File: config.mk
export PLATFORM = sky130hd
export DESIGN_NAME = safety_controller_flat
export DESIGN_NICKNAME = d
export VERILOG_FILES = /design/src/hw/monitor_pkg.sv /design/src/hw/safety_link_if.sv /design/src/hw/safety_controller.sv /design/src/hw/channel_discrepancy.sv /design/src/flat_wrapper.sv
export VERILOG_INCLUDE_DIRS = /design/src /design/src/hw
export SDC_FILE = /design/constraint.sdc
export NUM_CORES = 1
export LEC_CHECK = 0
export ABC_AREA = 0
export BUFFER_PORTS_ARGS = -buffer_cell sky130_fd_sc_hd__buf_2
export CORE_ASPECT_RATIO = 1.5
export CORE_UTILIZATION = 55
export CTS_CLUSTER_DIAMETER = 30
export DETAILED_ROUTE_END_ITERATION = 7
export GPL_ROUTABILITY_DRIVEN = 0
export GPL_TIMING_DRIVEN = 0
export MAX_ROUTING_LAYER = met4
export PLACE_DENSITY = 0.74
export SETUP_SLACK_MARGIN = 0.4
export SLEW_MARGIN = 0
export SYNTH_ARGS = -nofsm -noshare
export SYNTH_HDL_FRONTEND = slang
export SYNTH_HIERARCHICAL = 1
export SYNTH_SLANG_ARGS = --single-unit
File: constraint.sdc
create_clock -name sys_clk -period 5.5 [get_ports sys_clk]
set_clock_uncertainty 0.15 [all_clocks]
set_input_delay 0.275 -clock sys_clk [delete_from_list [all_inputs] [get_ports sys_clk]]
set_output_delay 0.275 -clock sys_clk [all_outputs]
set_load 0.1 [all_outputs]
File: src/hw/monitor_defines.svh
// Named constants shared by both ends of the dual-channel safety link.
// Assumes a single 250 MHz clock at both ends.
`ifndef MONITOR_DEFINES_SVH
`define MONITOR_DEFINES_SVH

// ----------------------------------------------------------------------
// Clock
// ----------------------------------------------------------------------
`define CLK_PERIOD_NS   4

// ----------------------------------------------------------------------
// Beams and output levels
// ----------------------------------------------------------------------
`define BEAM_COUNT      4
`define OUT_ON          1'b1
`define OUT_OFF         1'b0

// ----------------------------------------------------------------------
// Timing (longest times, rounded down to whole cycles)
// ----------------------------------------------------------------------
`define CNT_W           16
`define DISC_TIME_NS    10000
`define DISC_CYCLES     ((`DISC_TIME_NS) / (`CLK_PERIOD_NS))
`define EDM_TIME_NS     8000
`define EDM_CYCLES      ((`EDM_TIME_NS) / (`CLK_PERIOD_NS))

`endif

File: src/hw/monitor_pkg.sv
// Types shared by both ends of the dual-channel safety link.
// Assumes monitor_defines.svh supplies the numeric constants.
package monitor_pkg;

   // ----------------------------------------------------------------------
   // Controller states, Gray coded along armed -> run -> fault
   // ----------------------------------------------------------------------
   typedef enum logic [1:0]
   {
      ST_ARMED = 2'h0,
      ST_RUN   = 2'h1,
      ST_FAULT = 2'h3
   } ctrl_state_type;

   // ----------------------------------------------------------------------
   // Sticky fault causes
   // ----------------------------------------------------------------------
   typedef struct packed
   {
      logic discrepancy;
      logic contactor;
   } cause_type;

endpackage : monitor_pkg

File: src/hw/safety_link_if.sv
// The two redundant safety switching outputs between sensor and controller.
// Assumes the testbench instantiates it and binds both ends.
`timescale 1ns/1ps

interface safety_link_if;

   logic safety_output_a;
   logic safety_output_b;

   modport sensor
   (
      output safety_output_a,
      output safety_output_b
   );

   modport controller
   (
      input  safety_output_a,
      input  safety_output_b
   );

endinterface : safety_link_if

File: src/hw/safety_controller.sv
// Machine-side safety controller: evaluates both channels, restart
// interlock and contactor feedback, and drives the two contactors.
// Assumes all inputs are synchronous to sys_clk; feedback inputs are high
// while the positively guided contactor rests de-energized.
//
// How it works
// - Sensor turns both outputs on when clear.
// - Sensor turns both outputs off when interrupted.
// - Internal sensor fault forces an output off.
// - Any channel off forces the safe state.
// - Channels are sampled separately, never merged.
// - Disagreement beyond discrepancy time is detected.
// - After interruption, restart needs reset button press.
// - Operating mode change also requires reset.
// - Sensor lacks interlock and feedback monitoring.
// - Auxiliary contacts must show release after off.
// - Start allowed only with both contactors released.
// - Reset press with outputs on energizes both.
// - Outputs losing voltage drops both contactors.
// - Cross or short circuit on channels locks.
// - Contactor failing to release is detected.
// - Indicator shows red when a beam blocked.
`timescale 1ns/1ps
`include "monitor_defines.svh"

module safety_controller
#(
   parameter logic [`CNT_W-1:0] EDM_CYCLES = `CNT_W'(`EDM_CYCLES)
)
(
   // Clock and reset
   input  wire logic             sys_clk,
   input  wire logic             rst_n,
   // Link from the sensor
   safety_link_if.controller     link,
   // Operator and machine mode
   input  wire logic             reset_button,
   input  wire logic             mode_change,
   // Contactor auxiliary feedback
   input  wire logic             contactor_one_released,
   input  wire logic             contactor_two_released,
   // Contactor drives
   output logic                  contactor_one_drive,
   output logic                  contactor_two_drive,
   // Status
   output logic                  machine_run,
   output logic                  restart_wait,
   output logic                  fault_lock,
   output monitor_pkg::cause_type fault_cause
);
   import monitor_pkg::*;

   // ----------------------------------------------------------------------
   // Channel capture
   // ----------------------------------------------------------------------
   // Each channel has its own register so a fault on one line can never
   // be masked by the other one.
   logic chan_a_q;
   logic chan_b_q;

   always_ff @(posedge sys_clk or negedge rst_n)
   begin
      if (!rst_n)
      begin
         chan_a_q <= `OUT_OFF;
         chan_b_q <= `OUT_OFF;
      end
      else
      begin
         chan_a_q <= link.safety_output_a;
         chan_b_q <= link.safety_output_b;
      end
   end

   // ----------------------------------------------------------------------
   // Decoding
   // ----------------------------------------------------------------------
   logic btn_q;
   logic both_on;
   logic any_off;
   logic reset_press;
   logic both_released;
   logic disc_fault;
   logic edm_expired;
   logic fault_now;
   logic start_ok;

   assign both_on       = (chan_a_q == `OUT_ON) & (chan_b_q == `OUT_ON);
   assign any_off       = ~both_on;
   // Only the press edge counts, so a held button cannot restart alone.
   assign reset_press   = reset_button & ~btn_q;
   assign both_released = contactor_one_released
                        & contactor_two_released;
   assign start_ok      = reset_press & both_on
                        & both_released;
   assign fault_now     = disc_fault | edm_expired;

   always_ff @(posedge sys_clk or negedge rst_n)
   begin
      if (!rst_n)
         btn_q <= 1'b1;
      else
         btn_q <= reset_button;
   end

   // ----------------------------------------------------------------------
   // Discrepancy and cross-circuit watch
   // ----------------------------------------------------------------------
   // A cross or short circuit leaves one line stuck while the other one
   // switches, which shows here as a lasting disagreement.
   channel_discrepancy u_disc
   (
      .sys_clk        (sys_clk),
      .rst_n          (rst_n),
      .chan_a         (chan_a_q),
      .chan_b         (chan_b_q),
      .mismatch_fault (disc_fault)
   );

   // ----------------------------------------------------------------------
   // Contactor feedback monitor
   // ----------------------------------------------------------------------
   logic              drive_q;
   logic              drive_d;
   logic [`CNT_W-1:0] edm_cnt_q;
   logic [`CNT_W-1:0] edm_cnt_d;
   logic              edm_pending;

   // While the drive is off, both contactors must report release within
   // the feedback time; a welded contact keeps the count running.
   assign edm_pending = ~drive_q & ~both_released;
   assign edm_expired = (edm_cnt_q >= EDM_CYCLES);
   assign edm_cnt_d   = !edm_pending ? '0 :
                        edm_expired ? edm_cnt_q
                                    : edm_cnt_q + `CNT_W'(1);

   always_ff @(posedge sys_clk or negedge rst_n)
   begin
      if (!rst_n)
         edm_cnt_q <= '0;
      else
         edm_cnt_q <= edm_cnt_d;
   end

   // ----------------------------------------------------------------------
   // Interlock state machine
   // ----------------------------------------------------------------------
   ctrl_state_type state_q;
   ctrl_state_type state_d;

   always_comb
   begin
      state_d = state_q;
      unique case (state_q)
         ST_ARMED:
         begin
            // Clearing the beams alone never restarts the machine.
            if (fault_now)
               state_d = ST_FAULT;
            else if (start_ok && !mode_change)
               state_d = ST_RUN;
         end
         ST_RUN:
         begin
            if (fault_now)
               state_d = ST_FAULT;
            else if (any_off)
               state_d = ST_ARMED;
            else if (mode_change)
               state_d = ST_ARMED;
         end
         ST_FAULT:
         begin
            // Leaving needs the cause gone and a fresh operator reset.
            if (!fault_now && reset_press)
               state_d = ST_ARMED;
         end
         default:
            state_d = ST_FAULT;
      endcase
   end

   assign drive_d = (state_d == ST_RUN);

   always_ff @(posedge sys_clk or negedge rst_n)
   begin
      if (!rst_n)
      begin
         state_q <= ST_ARMED;
         drive_q <= 1'b0;
      end
      else
      begin
         state_q <= state_d;
         drive_q <= drive_d;
      end
   end

   // ----------------------------------------------------------------------
   // Sticky fault causes
   // ----------------------------------------------------------------------
   // A new fault in the clearing cycle wins over the clear.
   cause_type cause_q;
   cause_type cause_d;
   logic      cause_clear;

   assign cause_clear         = (state_q == ST_FAULT) && (state_d == ST_ARMED);
   assign cause_d.discrepancy = disc_fault
                              | (cause_q.discrepancy & ~cause_clear);
   assign cause_d.contactor   = edm_expired
                              | (cause_q.contactor & ~cause_clear);

   // ----------------------------------------------------------------------
   // Output registers
   // ----------------------------------------------------------------------
   logic one_q;
   logic two_q;
   logic run_q;
   logic wait_q;
   logic lock_q;

   always_ff @(posedge sys_clk or negedge rst_n)
   begin
      if (!rst_n)
      begin
         one_q   <= 1'b0;
         two_q   <= 1'b0;
         run_q   <= 1'b0;
         wait_q  <= 1'b1;
         lock_q  <= 1'b0;
         cause_q <= '0;
      end
      else
      begin
         one_q   <= drive_d;
         two_q   <= drive_d;
         run_q   <= drive_d;
         wait_q  <= (state_d == ST_ARMED);
         lock_q  <= (state_d == ST_FAULT);
         cause_q <= cause_d;
      end
   end

   assign contactor_one_drive = one_q;
   assign contactor_two_drive = two_q;
   assign machine_run         = run_q;
   assign restart_wait        = wait_q;
   assign fault_lock          = lock_q;
   assign fault_cause         = cause_q;

endmodule : safety_controller

File: src/hw/channel_discrepancy.sv
// Times how long the two safety channels disagree.
// Assumes both channel inputs are already registered in sys_clk.
`timescale 1ns/1ps
`include "monitor_defines.svh"

module channel_discrepancy
(
   // Clock and reset
   input  wire logic sys_clk,
   input  wire logic rst_n,
   // Channels
   input  wire logic chan_a,
   input  wire logic chan_b,
   // Result
   output logic      mismatch_fault
);
   import monitor_pkg::*;

   logic [`CNT_W-1:0] cnt_q;
   logic [`CNT_W-1:0] cnt_d;
   logic              differ;
   logic              expired;
   logic              fault_q;

   assign differ  = chan_a ^ chan_b;
   assign expired = (cnt_q >= `CNT_W'(`DISC_CYCLES));
   // Saturate so a long stuck channel cannot wrap back to a clean count.
   assign cnt_d   = !differ ? '0 :
                    expired ? cnt_q : cnt_q + `CNT_W'(1);

   always_ff @(posedge sys_clk or negedge rst_n)
   begin
      if (!rst_n)
      begin
         cnt_q   <= '0;
         fault_q <= 1'b0;
      end
      else
      begin
         cnt_q   <= cnt_d;
         fault_q <= differ & expired;
      end
   end

   assign mismatch_fault = fault_q;

endmodule : channel_discrepancy

File: src/flat_wrapper.sv
// flat-port wrapper written by rule: the top's interface ports become plain ports
module safety_controller_flat import monitor_pkg::*;
#(
   parameter logic [`CNT_W-1:0] EDM_CYCLES = `CNT_W'(`EDM_CYCLES)
)
  (sys_clk, rst_n, reset_button, mode_change, contactor_one_released, contactor_two_released, contactor_one_drive, contactor_two_drive, machine_run, restart_wait, fault_lock, fault_cause, link_safety_output_a, link_safety_output_b);
  safety_link_if link_i ();
  input  wire logic sys_clk;
  input  wire logic rst_n;
  input  wire logic reset_button;
  input  wire logic mode_change;
  input  wire logic contactor_one_released;
  input  wire logic contactor_two_released;
  output logic contactor_one_drive;
  output logic contactor_two_drive;
  output logic machine_run;
  output logic restart_wait;
  output logic fault_lock;
  output monitor_pkg::cause_type fault_cause;
  input wire logic [$bits(link_i.safety_output_a)-1:0] link_safety_output_a;
  input wire logic [$bits(link_i.safety_output_b)-1:0] link_safety_output_b;
  assign link_i.safety_output_a = link_safety_output_a;
  assign link_i.safety_output_b = link_safety_output_b;
  safety_controller #(.EDM_CYCLES(EDM_CYCLES)) u_core (.sys_clk(sys_clk), .rst_n(rst_n), .link(link_i), .reset_button(reset_button), .mode_change(mode_change), .contactor_one_released(contactor_one_released), .contactor_two_released(contactor_two_released), .contactor_one_drive(contactor_one_drive), .contactor_two_drive(contactor_two_drive), .machine_run(machine_run), .restart_wait(restart_wait), .fault_lock(fault_lock), .fault_cause(fault_cause));
endmodule
After elaboration in Yosys (flattened, before gate mapping)
Index checks and enable logic that the tools add are counted.

Add/subtract/negate cells: 2. Magnitude comparators: 2. Eq/ne operators: 6. Mux-type cells: 11. Bitwise operators: 17. Reduce and logical (&&, ||, !) cells: 7.

Operators by type and width (number): two-way mux 16 bit (4); adder 16 x 1 -> 16 bit (second input constant) (2); >= comparator 16 x 11 -> 1 bit (second input constant) (1); >= comparator 16 x 12 -> 1 bit (second input constant) (1); two-way mux 2 bit (6); AND 1 bit (9); one-hot mux 2 bit (3 select lines) (1); equality test 2 x 1 -> 1 bit (second input constant) (2); equality test 2 bit (second input constant) (2); logical NOT 2 bit (2); inequality test 2 bit (second input constant) (2); inverter 1 bit (4); logical AND 1 bit (3); bitwise OR 1 bit (3); logical NOT 1 bit (2); XOR 1 bit (1).

Register bits: 43. Bits of input ports: 8. Output and inout port bits: 7. Word-level logic and storage cells: 57.

Logic depth before layout (Yosys ltp)
Gate-level depths: netlist of run 1.

Word-level depth: 13. Mapped depth: 6. Mapped depth without buffers: 5.

Hierarchy
The synthesis of run 1 kept the hierarchy.

By module, submodules not included: safety_controller (instances 1, cells each 103, area each 1144.8 µm², seq. area each 653.1 µm²); channel_discrepancy (instances 1, cells each 86, area each 867.1 µm², seq. area each 425.4 µm²).

Worst setup path after synthesis of run 1
No wires, ideal clock.

Path type: register -> register. Start: register u_core.edm_cnt_q[14]. End: register u_core.lock_q (netlist: u_core/fault_lock). Setup time: 0.124 ns. Arrival: 1.747 ns. Data required time: 5.226 ns. Path slack: 3.479 ns. Cell stages (with the launch flop): 6. Buffers on the path: 2. Period minus slack after synthesis: 2.021 ns. Cells stage by stage: dfrtp_1 or4_4 a211o_1 buf_6 clkbuf_1 a211o_1.

Longest elaborated chain between the ends: 7. Elaborated cells between the ends (all ways): 9. Those cells by class: order compare: 1; eq/ne: 1; mux: 4; bitwise: 1; reduce/logical: 2.

Ends and longest elaborated chain: start, declared (RTL line safety_controller.sv:125) `` logic [`CNT_W-1:0] edm_cnt_q; ``; start signal, assigned (RTL line safety_controller.sv:142) `edm_cnt_q <= edm_cnt_d;`; >= comparator 16 x 11 -> 1 bit * (RTL line safety_controller.sv:132) `assign edm_expired = (edm_cnt_q >= EDM_CYCLES);`; bitwise OR 1 bit * (RTL line safety_controller.sv:96) `assign fault_now = disc_fault | edm_expired;`; logical NOT 1 bit (RTL line safety_controller.sv:175) `if (!fault_now && reset_press)`; logical AND 1 bit (RTL line safety_controller.sv:175); two-way mux 2 bit (RTL line safety_controller.sv:175); one-hot mux 2 bit (3 select lines) * (RTL line safety_controller.sv:154) `unique case (state_q)`; equality test 2 bit * (RTL line safety_controller.sv:239) `lock_q <= (state_d == ST_FAULT);`; end signal, assigned (RTL line safety_controller.sv:239); end, declared (RTL line safety_controller.sv:220) `logic lock_q;`.

Every way passes the cells marked *; elsewhere a longest branch is shown, timed or not. A chain may end at the register's enable or synchronous reset.

Final worst setup path of run 1
Start: register u_core.edm_cnt_q[14]. End: register u_core.edm_cnt_q[4].

Longest elaborated chain between the ends: 2.

Ends and longest elaborated chain (RTL line): >= comparator 16 x 11 -> 1 bit (safety_controller.sv:132); inequality test 2 bit (no line).

Every way passes these cells.

==> reports/qor.yml, run 1 <==
route:
  postRouteAntennaNets: 0
  drt_wl_total_um: 3930
  drtIter0Drc: 45
  via_per_inst: 5.93
  avgRoutedWirePerCell_um: 15.3
  drc_errors: 0
  vias: 1525
  dr.pass1.iters: 4
clock_tree:
  cts_sinks: 43
  cts_tree: "built"
  clock_latency_ns: 0.29
  clockBufferDepth: 2
  cts.clk_slew.worst_paths_ns: 0.08
  cts_hold_buf: 4
  cts_inserted_buffers: 5
  h-tree-depth: 2
  cts_resized: 0
  cts_setup_buffers: 0
  root_buffer: "clkbuf_8"
critical_path:
  rr_worst_depth: 6
  crit_required_ns: 5.51
  path_max_fanout: 10
  timing.rr.start: "u_core/edm_cnt_q[14]"
  arrival_ns: 2.26
  r2r_setup_slack_ns: 3.25
  crit_path_max_incr_delay_ns: 0.53
  worst-path-buf-inv: 2
  end_kind: "register"
  crit_chain: "or4_4 > a211o_1 > buf_6 > clkbuf_1 > o21ai_0 > a21oi_1"
  critPathTopFamily: "compound AO/OA/AOI/OAI gates"
  start_kind: "register"
  critical_path_class: "register to register"
  cpMaxStageDelayCell: "or4_4"
  r2r_end: "u_core/edm_cnt_q[4]"
placement:
  port-buffer-count: 14
  post-place-ws_ns: 3.27
  dp_cells: 245
  placed_area_um2: 2130
  dp_hpwl_um: 2750
final_layout:
  multi_input_area_um2: 856
  mostFrequentLayoutCell: "dfrtp_1"
  nNetsFinal: 226
  syn_to_final_growth_pct: 13.1
  n_antenna_cell: 0
  final_cells: 257
  final_cell_mix: "dfrtp_1 (41), a21oi_1 (17), buf_2 (15), o21ai_0 (13), nand2_1 (10)"
  fillers: 279
  final-seq-area_um2: 1080
  drive_above_1_share_pct: 18.6
  fin_area_um2: 2270
floorplanning:
  ioPinCount: 15
  initial_core_util_pct: 58.3
  die_w_um: 51.4
  die_h_um: 76.1
  dieArea_um2: 3910
  core_um2: 3450
  num_rows: 26
yosys:
  synth_area_um2: 2010
  synthCells: 189
  synth.ff_latch_count: 43
  synth.distinct_cells: 44
  yosysSeqAreaShare_pct: 53.6
  ys_warn_count: 6
  avgSynthCellArea_um2: 10.6
  syn-num-nets: 201
sta:
  setup_violations: 0
  rsz0062_at_grt: "no"
  finalHoldViolations: 0
  setup_tns_ns: 0
  finalMaxSlewViolations: 0
  fmax_mhz: 444
  slew_headroom_pct: 38.0
  fin_crit_sh_pct: 40.9
  min_period_ns: 2.25
  worst_pin_slew_ns: 0.930
  setup_ws_ns: 3.25
status:
  status: "finished, final reports clean"
hold_path:
  min-delay-start: "contactor_two_released"
  whs_path_depth: 3
  min_path_type: "primary input to register"
  min_to: "u_core/edm_cnt_q[6]"
power:
  p_leak_nw: 1.07
  p_per_area_nw_per_um2: 292
  vdd_drop_max_uv: 205
global_route:
  antenna_found_initial: 0
  grt_max_degree: 44
  grt_overflow_total: 0
  grt_first_pass_wirelength_um: 6600
  grt_pass1_vias: 1530
  track_usage_pct: 22.6
run:
  drv_cap: 0
## state kept, by name (all words and copies together) (netlist names)
name / count
u_core/edm_cnt_q: 16
u_core/u_disc/cnt_q: 16
u_core/state_q: 2
u_core/fault_cause: 2
u_core/fault_lock: 1
u_core/chan_a_q: 1
u_core/chan_b_q: 1
u_core/restart_wait: 1
u_core/btn_q: 1
u_core/machine_run: 1
u_core/u_disc/mismatch_fault: 1
## synthesized netlist by cell type (all sizes together)
master | instances | area share [%]
or3 | 9 | 2.9
ha | 4 | 2.5
and2 | 9 | 2.9
nor4 | 2 | 1.7
mux2i | 2 | 1.0
o211ai | 1 | 0.62
nand2b | 4 | 1.2
a21oi | 17 | 4.2
xnor2 | 3 | 1.3
or4 | 9 | 3.5
nor2b | 2 | 0.62
o31ai | 6 | 2.2
xor2 | 1 | 0.44
a41oi | 1 | 0.44
nor3 | 1 | 0.25
a41o | 1 | 0.50
dfrtp | 41 | 51
nand4 | 4 | 1.2
dlymetal6s2s | 1 | 0.62
clkbuf | 2 | 0.37
a211o | 3 | 1.4
o211a | 1 | 0.50
o21ai | 13 | 3.2
dfstp | 2 | 2.6
o21a | 1 | 0.37
inv | 7 | 1.3
and3 | 3 | 1.1
nand3 | 9 | 2.2
a21o | 1 | 0.44
nand2 | 10 | 1.9
buf | 4 | 1.6
nor2 | 9 | 1.7
and4 | 2 | 0.93
a31oi | 3 | 0.93
or2 | 1 | 0.31
## worst min-delay path: stages
cell and delay [ns]:
buf_2 0.10, a21o_2 0.12, a21oi_1 0.03
## cell type report
cell class	count	share of cell area, %
clock buffer	8	4.40
timing repair buffer	18	4.84
tap	42	2.31
inverter	7	1.16
sequential	43	47.4
buffer	7	2.26
multi-input combinational	132	37.6
## cell families after synthesis
kind of cell	Yosys count	share of synthesized area, %
mux	2	0.995
flops	43	53.6
compound gates	48	14.9
fa+ha+maj	4	2.49
xor+xnor	4	1.74
buf+inv	14	3.86
simple gates	74	22.4
## routing by layer
layer	vias to the layer above	track usage (%)	share of wire (%)
met2	33	38.6	55
met4	0	8.38	1.0
met3	4	4.19	2.9
met1	755	25.5	41
li1	733	-	-
met5	-	-	0
## worst max-delay path by stage
stage | startpoint | end | slack (ns) | depth (start not counted)
after detailed placement | u_core/edm_cnt_q[14] | u_core/edm_cnt_q[4] | 3.27 | 6
after floorplan | u_core/edm_cnt_q[14] | u_core/fault_lock | 3.48 | 5
after CTS | u_core/edm_cnt_q[14] | u_core/edm_cnt_q[4] | 3.24 | 6
after global routing | u_core/edm_cnt_q[14] | u_core/edm_cnt_q[4] | 3.14 | 6
after global placement | u_core/edm_cnt_q[14] | u_core/fault_lock | 3.29 | 5
final | u_core/edm_cnt_q[14] | u_core/edm_cnt_q[4] | 3.25 | 6
## through the flow
step                hold slack (ns)  util [%]  total power [W]
finish                        0.128      66.0         0.000664
global route                  0.137      66.0         0.000696
CTS                           0.122      66.0         0.000673
detailed placement            0.234      61.9         0.000455
global placement              0.234      61.9         0.000448
floorplan                    -0.171         -         0.000427
## power by group
group	switching [W]	internal (W)
clock network	0.0000995	0.000115
logic	0.0000620	0.0000291
registers	0.0000216	0.000337
total	0.000183	0.000481
Power figures use the tool's default switching activity.
==> run 2, diff against run 1 <==
Settings changed: CORE_UTILIZATION 55 to 53.
Clock period 5.5 ns to 1.8 ns, I/O delays scaled along.
==> run 2 against run 1 <==
  * Utilization grew 7.8 points
  * Via count grew 8.9%
  * Highest routed layer unchanged
  * Cell count is 5.8% higher
  * Combinational power rose to 3.9 times the previous value
  * The flow now finishes with violations (hold timing, setup timing)
  * Sequential share of layout area is 6.9 points lower
  * Non-clock buffer count rose by 14
  * Global-route usage is 2.5 points higher
  * Register-to-register slack worse by 3.5 ns
  * Largest cell class unchanged
  * Final area grew 18%
  * Sequential cell count did not move
==> reports/qor.yml, run 2 (synthesis gave the netlist of run 1 again) <==
status:
  status: "finished with violations"
  violations: "hold timing, setup timing"
critical_path:
  end_kind: "register"
  crit_required_ns: 1.87  # -3.64 ns
  arrival_ns: 2.16  # -0.10 ns
  critical_path_class: "register to register"
  start_kind: "register"
  path_max_fanout: 5  # -5
final_layout:
  mostFrequentLayoutCell: "dfrtp_1"
  final_cells: 272  # +5.8%
  syn_to_final_growth_pct: 33.7
  drive_above_1_share_pct: 43.2  # +25 points
  multi_input_area_um2: 1080  # +26%
  fillers: 244  # -13%
  n_antenna_cell: 0  # unchanged
  final_cell_mix: "dfrtp_1 (35), buf_4 (12), a21oi_2 (12), buf_2 (10)"
  nNetsFinal: 240  # +6.2%
  largestRegisters: "u_core/edm_cnt_q (16), u_core/u_disc/cnt_q (16)"
  fin_area_um2: 2690  # +18%
  final-seq-area_um2: 1090  # +0.93%
sta:
  min_period_ns: 2.09  # -0.167 ns
  finalMaxSlewViolations: 0  # unchanged
  hold_ws_ns: -0.214  # -0.342 ns
  setup_violations: 23  # +23
  worst_pin_slew_ns: 0.939  # +0.00889 ns
  setup_ws_ns: -0.285  # -3.53 ns
  slew_headroom_pct: 37.4  # -0.59 points
  fmax_mhz: 480  # +8.0%
  fin_crit_sh_pct: 116  # +75 points
  rsz0062_at_grt: "yes"
  finalHoldViolations: 41  # +41
route:
  via_per_inst: 6.10  # +2.8%
  drtIter0Drc: 51  # +13%
  vias: 1660  # +8.9%
  postRouteAntennaNets: 0  # unchanged
  avgRoutedWirePerCell_um: 17.3  # +14%
  dr.pass1.iters: 4  # unchanged
  drc_errors: 0  # unchanged
  drt_wl_total_um: 4720  # +20%
global_route:
  grt_overflow_total: 0  # unchanged
  antenna_found_initial: 0  # unchanged
  grt_max_degree: 44  # unchanged
  grt_first_pass_wirelength_um: 7450  # +13%
  track_usage_pct: 25.1  # +2.5 points
  grt_pass1_vias: 1736  # +13%
power:
  combPwrFrac_pct: 16.2  # +2.5 points
  vdd_drop_max_uv: 665  # +220%
  p_leak_nw: 1.19  # +11%
  power.switching_w: 0.000616  # +240%
  sw_frac_of_total_pct: 28.1  # +0.51 points
  p_clk_share_pct: 33.3  # +1.0 points
  internal_power_w: 0.00158  # +230%
  pwr-share-seq_pct: 50.5  # -3.5 points
  total_power_w: 0.00219  # +230%
  p_per_area_nw_per_um2: 815  # +180%
floorplanning:
  num_rows: 27  # +3.8%
  die_h_um: 77.5  # +1.8%
  core_um2: 3650  # +5.8%
  ioPinCount: 15  # unchanged
  initial_core_util_pct: 55.1  # -3.2 points
  dieArea_um2: 4050  # +3.6%
  die_w_um: 52.3  # +1.8%
run:
  drv_cap: 0  # unchanged
placement:
  placed_area_um2: 2180  # +2.2%
  dp_hpwl_um: 2890  # +5.1%
  port-buffer-count: 14  # unchanged
  dp_cells: 246  # +0.41%
clock_tree:
  clockBufferDepth: 2  # unchanged
  cts.clk_slew.worst_paths_ns: 0.08  # about the same
  cts_hold_buf: 5  # +1
  cts_tree: "built"
  h-tree-depth: 2  # unchanged
  cts_sinks: 43  # unchanged
  cts_inserted_buffers: 5  # unchanged
  clock_latency_ns: 0.29  # about the same
  root_buffer: "clkbuf_8"
hold_path:
  min_path_type: "primary input to async pin"
## run 2: critical path: stages, from the launching register on
cell     delay [ns]
dfrtp_1        0.38
or4_4          0.55
a211o_4        0.32
or4_1          0.49
a21oi_2        0.13
## run 2: final cells by class
| cell class | instances | share of cell area [%] |
|---|---|---|
| Multi-Input combinational cell | 132 | 40.0 |
| Inverter | 7 | 0.977 |
| Clock inverter | 1 | 1.12 |
| Buffer | 7 | 3.12 |
| Sequential cell | 43 | 40.5 |
| Timing Repair Buffer | 32 | 9.44 |
| Tap cell | 43 | 2.00 |
| Clock buffer | 7 | 2.84 |
## run 2: power by group through the flow
stage | clock (W) | sequential [W] | combinational [W]
3_3_place_gp | 0 | 0.00111 | 0.000268
4_1_cts | 0.000737 | 0.00110 | 0.000329
6_report | 0.000730 | 0.00111 | 0.000355
2_1_floorplan | 0 | 0.00117 | 0.000144
3_5_place_dp | 0 | 0.00112 | 0.000287
5_1_grt | 0.000790 | 0.00112 | 0.000385
## run 2: through the flow
step                hold slack [ns]  utilization [%]  TNS, ns  setup slack [ns]
floorplan                    -0.356                -    -1.66            -0.212
global placement             0.0497             59.8    -3.39            -0.308
detailed placement           0.0513             59.8    -4.19            -0.425
CTS                          -0.178             68.9    -4.48            -0.325
global route                 -0.142             73.7    -5.12            -0.330
finish                       -0.214             73.7    -3.74            -0.285
## run 2: per-layer routing
metal | wire length [um] | up-vias | GRT usage [%]
li1 | - | 769 | -
met5 | 0 | - | -
met1 | 1700 | 828 | 24.4
met4 | 74 | 0 | 8.68
met3 | 160 | 11 | 4.31
met2 | 2780 | 52 | 47.0
## run 2: final timing paths
| kind | startpoint | endpoint | slack [ns] | cells past startpoint |
|---|---|---|---|---|
| max reg2reg | u_core/edm_cnt_q[13] | u_core/edm_cnt_q[8] | -0.29 | 4 |
| max | u_core/edm_cnt_q[13] | u_core/edm_cnt_q[8] | -0.29 | 4 |
| max in group asynchronous | rst_n | u_core/machine_run | 1.02 | 1 |
| min | rst_n | u_core/edm_cnt_q[14] | -0.21 | 1 |
| min reg2reg | u_core/edm_cnt_q[13] | u_core/edm_cnt_q[13] | 0.34 | 1 |
| min in group sys_clk | mode_change | u_core/machine_run | 0.01 | 3 |
## run 2: what timing repair did
action                                 CTS  global route
gates resized for setup                 29            33
endpoints found under the hold margin   45            41
setup buffers                            6             7
pin swaps                               13            14
setup endpoints to repair               35            33
==> run 3, diff against run 2 <==
Settings changed: CELL_PAD_IN_SITES_DETAIL_PLACEMENT set to 0, CELL_PAD_IN_SITES_GLOBAL_PLACEMENT set to 1, CORE_UTILIZATION 53 to 42, PLACE_DENSITY 0.74 to unset, PLACE_DENSITY_LB_ADDON set to 0.1.
==> run 3 against run 2 <==
  * The run still ends with hold timing, setup timing left
  * Combinational power decreased by 2%
  * Fmax decreased by 1.4%
  * Cell count increased by 7.4%
  * Clock power decreased by 18%
  * First-iteration DRC count increased by 92%
  * Register-to-register slack got worse by 0.03 ns
  * Sequential cell count unchanged
  * Sequential share of layout area increased by 0.74 points
  * Wire length decreased by 7.5%
  * Global-route usage decreased by 4.7 points
==> reports/qor.yml, run 3 (synthesis gave the netlist of run 1 again) <==
floorplanning:
  dieArea_um2: 5080  # +25%
  num_rows: 30  # +11%
  die_h_um: 86.8  # +12%
  ioPinCount: 15  # unchanged
  core_um2: 4580  # +26%
  initial_core_util_pct: 43.9  # -11 points
  die_w_um: 58.5  # +12%
critical_path:
  timing.rr.start: "u_core/edm_cnt_q[14]"
  path_max_fanout: 5  # unchanged
  r2r_setup_slack_ns: -0.31  # -0.03 ns
  crit_chain: "or4_4 > a211o_4 > or4_1 > a21oi_1"
  crit_required_ns: 1.88  # about the same
  cpMaxStageDelayCell: "or4_4"
  crit_path_max_incr_delay_ns: 0.54  # about the same
  arrival_ns: 2.19  # +0.03 ns
  end_kind: "register"
  r2r_end: "u_core/edm_cnt_q[7]"
  worstSetupStartpoint: "u_core/edm_cnt_q[14]"
  critical_path_class: "register to register"
  rr_worst_depth: 4  # unchanged
  start_kind: "register"
sta:
  rsz0062_at_grt: "yes"
  finalMaxSlewViolations: 0  # unchanged
  min_period_ns: 2.11  # +0.0290 ns
  worst_pin_slew_ns: 0.951  # +0.0121 ns
  setup_violations: 21  # -8.7%
  setup_ws_ns: -0.314  # -0.0290 ns
  finalHoldViolations: 42  # +2.4%
  setup_tns_ns: -3.72  # +0.0153 ns
  fin_crit_sh_pct: 117  # +1.6 points
  fmax_mhz: 473  # -1.4%
  slew_headroom_pct: 36.6  # -0.81 points
  hold_ws_ns: -0.221  # -0.00694 ns
placement:
  dp_hpwl_um: 2800  # -3.0%
  port-buffer-count: 14  # unchanged
  placed_area_um2: 2210  # +1.2%
power:
  pwr-share-seq_pct: 53.6  # +3.1 points
  vdd_drop_max_uv: 417  # -37%
  p_per_area_nw_per_um2: 774  # -5.0%
  power.switching_w: 0.000613  # -0.42%
  sw_frac_of_total_pct: 30.0  # +1.9 points
  internal_power_w: 0.00143  # -9.3%
  p_leak_nw: 1.17  # -1.4%
  p_clk_share_pct: 29.3  # -4.0 points
  combPwrFrac_pct: 17.0  # +0.8 points
  total_power_w: 0.00204  # -6.8%
clock_tree:
  cts.clk_slew.worst_paths_ns: 0.08  # about the same
  cts_inserted_buffers: 5  # unchanged
  cts_sinks: 43  # unchanged
  h-tree-depth: 2  # unchanged
  cts_hold_buf: 5  # unchanged
  root_buffer: "clkbuf_8"
  cts_tree: "built"
  clockBufferDepth: 2  # unchanged
  clock_latency_ns: 0.30  # about the same
global_route:
  grt_pass1_vias: 1690  # -2.6%
  track_usage_pct: 20.4  # -4.7 points
  grt_max_degree: 44  # unchanged
  antenna_found_initial: 0  # unchanged
  grt_overflow_total: 0  # unchanged
  grt_first_pass_wirelength_um: 7490  # +0.55%
final_layout:
  drive_above_1_share_pct: 39.0  # -4.2 points
  syn_to_final_growth_pct: 31.2
  n_antenna_cell: 0  # unchanged
  largestRegisters: "u_core/edm_cnt_q (16), u_core/u_disc/cnt_q (16)"
  final-seq-area_um2: 1090  # -0.11%
  fin_area_um2: 2640  # -1.9%
  final_cell_mix: "dfrtp_1 (36), buf_4 (14), a21oi_1 (12), buf_2 (10), nand2_1 (9)"
  fillers: 418  # +71%
  mostFrequentLayoutCell: "dfrtp_1"
  nNetsFinal: 239  # -0.42%
  multi_input_area_um2: 1040  # -3.7%
status:
  status: "finished with violations"
  violations: "hold timing, setup timing"
route:
  drtIter0Drc: 98  # +92%
  vias: 1588  # -4.3%
  dr.pass1.iters: 4  # unchanged
  drc_errors: 0  # unchanged
  via_per_inst: 5.44  # -11%
  avgRoutedWirePerCell_um: 14.9  # -14%
  postRouteAntennaNets: 0  # unchanged
  drt_wl_total_um: 4360  # -7.5%
run:
  drv_cap: 0  # unchanged
hold_path:
  min_path_type: "primary input to async pin"
-- run 3: changes by cell type in the layout (fill, tap and decap cells not counted), sizes merged --
cell and change:
buf -1, bufinv -1, clkbuf -2, clkinv +3
-- run 3: final cells by class --
class / count / share of cell area (%)
clock buffer: 5 / 2.61
clock inverter: 3 / 0.569
tap: 64 / 3.03
buffer: 7 / 3.03
sequential: 43 / 41.2
inverter: 7 / 0.996
timing repair buffer: 31 / 9.25
multi-input combinational: 132 / 39.3
-- run 3: per-stage QoR --
step	utilization [%]	setup WS [ns]	std cells
global placement	48.2	-0.309	267
CTS	54.6	-0.308	288
detailed placement	48.2	-0.334	267
floorplan	-	-0.212	189
finish	57.6	-0.314	292
global route	57.6	-0.351	292
-- run 3: how the worst max path moves through the flow --
stage	to	cells after the start	slack (ns)
floorplan	u_core/edm_cnt_q[7]	4	-0.21
CTS	u_core/edm_cnt_q[7]	4	-0.31
global route	u_core/edm_cnt_q[7]	4	-0.35
global placement	u_core/edm_cnt_q[9]	4	-0.31
detailed placement	u_core/edm_cnt_q[7]	4	-0.33
finish	u_core/edm_cnt_q[7]	4	-0.31
-- run 3: critical path, delay by kind of cell, from the launching register on --
kind	cells	cell delay, ns
simple gates	2	1.05
flops	1	0.38
compound gates	2	0.46
-- run 3: power by group through the flow --
| stage | Clock, W | Combinational, W | Sequential, W |
|---|---|---|---|
| finish | 0.000599 | 0.000348 | 0.00109 |
| global route | 0.000669 | 0.000384 | 0.00111 |
| floorplan | 0 | 0.000144 | 0.00117 |
| global placement | 0 | 0.000271 | 0.00111 |
| CTS | 0.000621 | 0.000330 | 0.00109 |
| detailed placement | 0 | 0.000284 | 0.00112 |
-- run 3: metal layers --
| layer | up-vias | part of all wire, % | track usage [%] |
|---|---|---|---|
| met5 | - | 0 | - |
| met4 | 0 | 3.3 | 13.2 |
| met3 | 10 | 2.8 | 4.48 |
| met2 | 27 | 55 | 34.0 |
| met1 | 790 | 39 | 21.4 |
| li1 | 761 | - | - |
-- run 3: repair_timing --
| item | in CTS | in global routing |
|---|---|---|
| endpoints found under the setup margin | 35 | 31 |
| endpoints found under the hold margin | 46 | 42 |
| pin swaps | 7 | 7 |
| resized for setup | 22 | 21 |
| gates cloned | 0 | 0 |
| setup buffers | 8 | 4 |
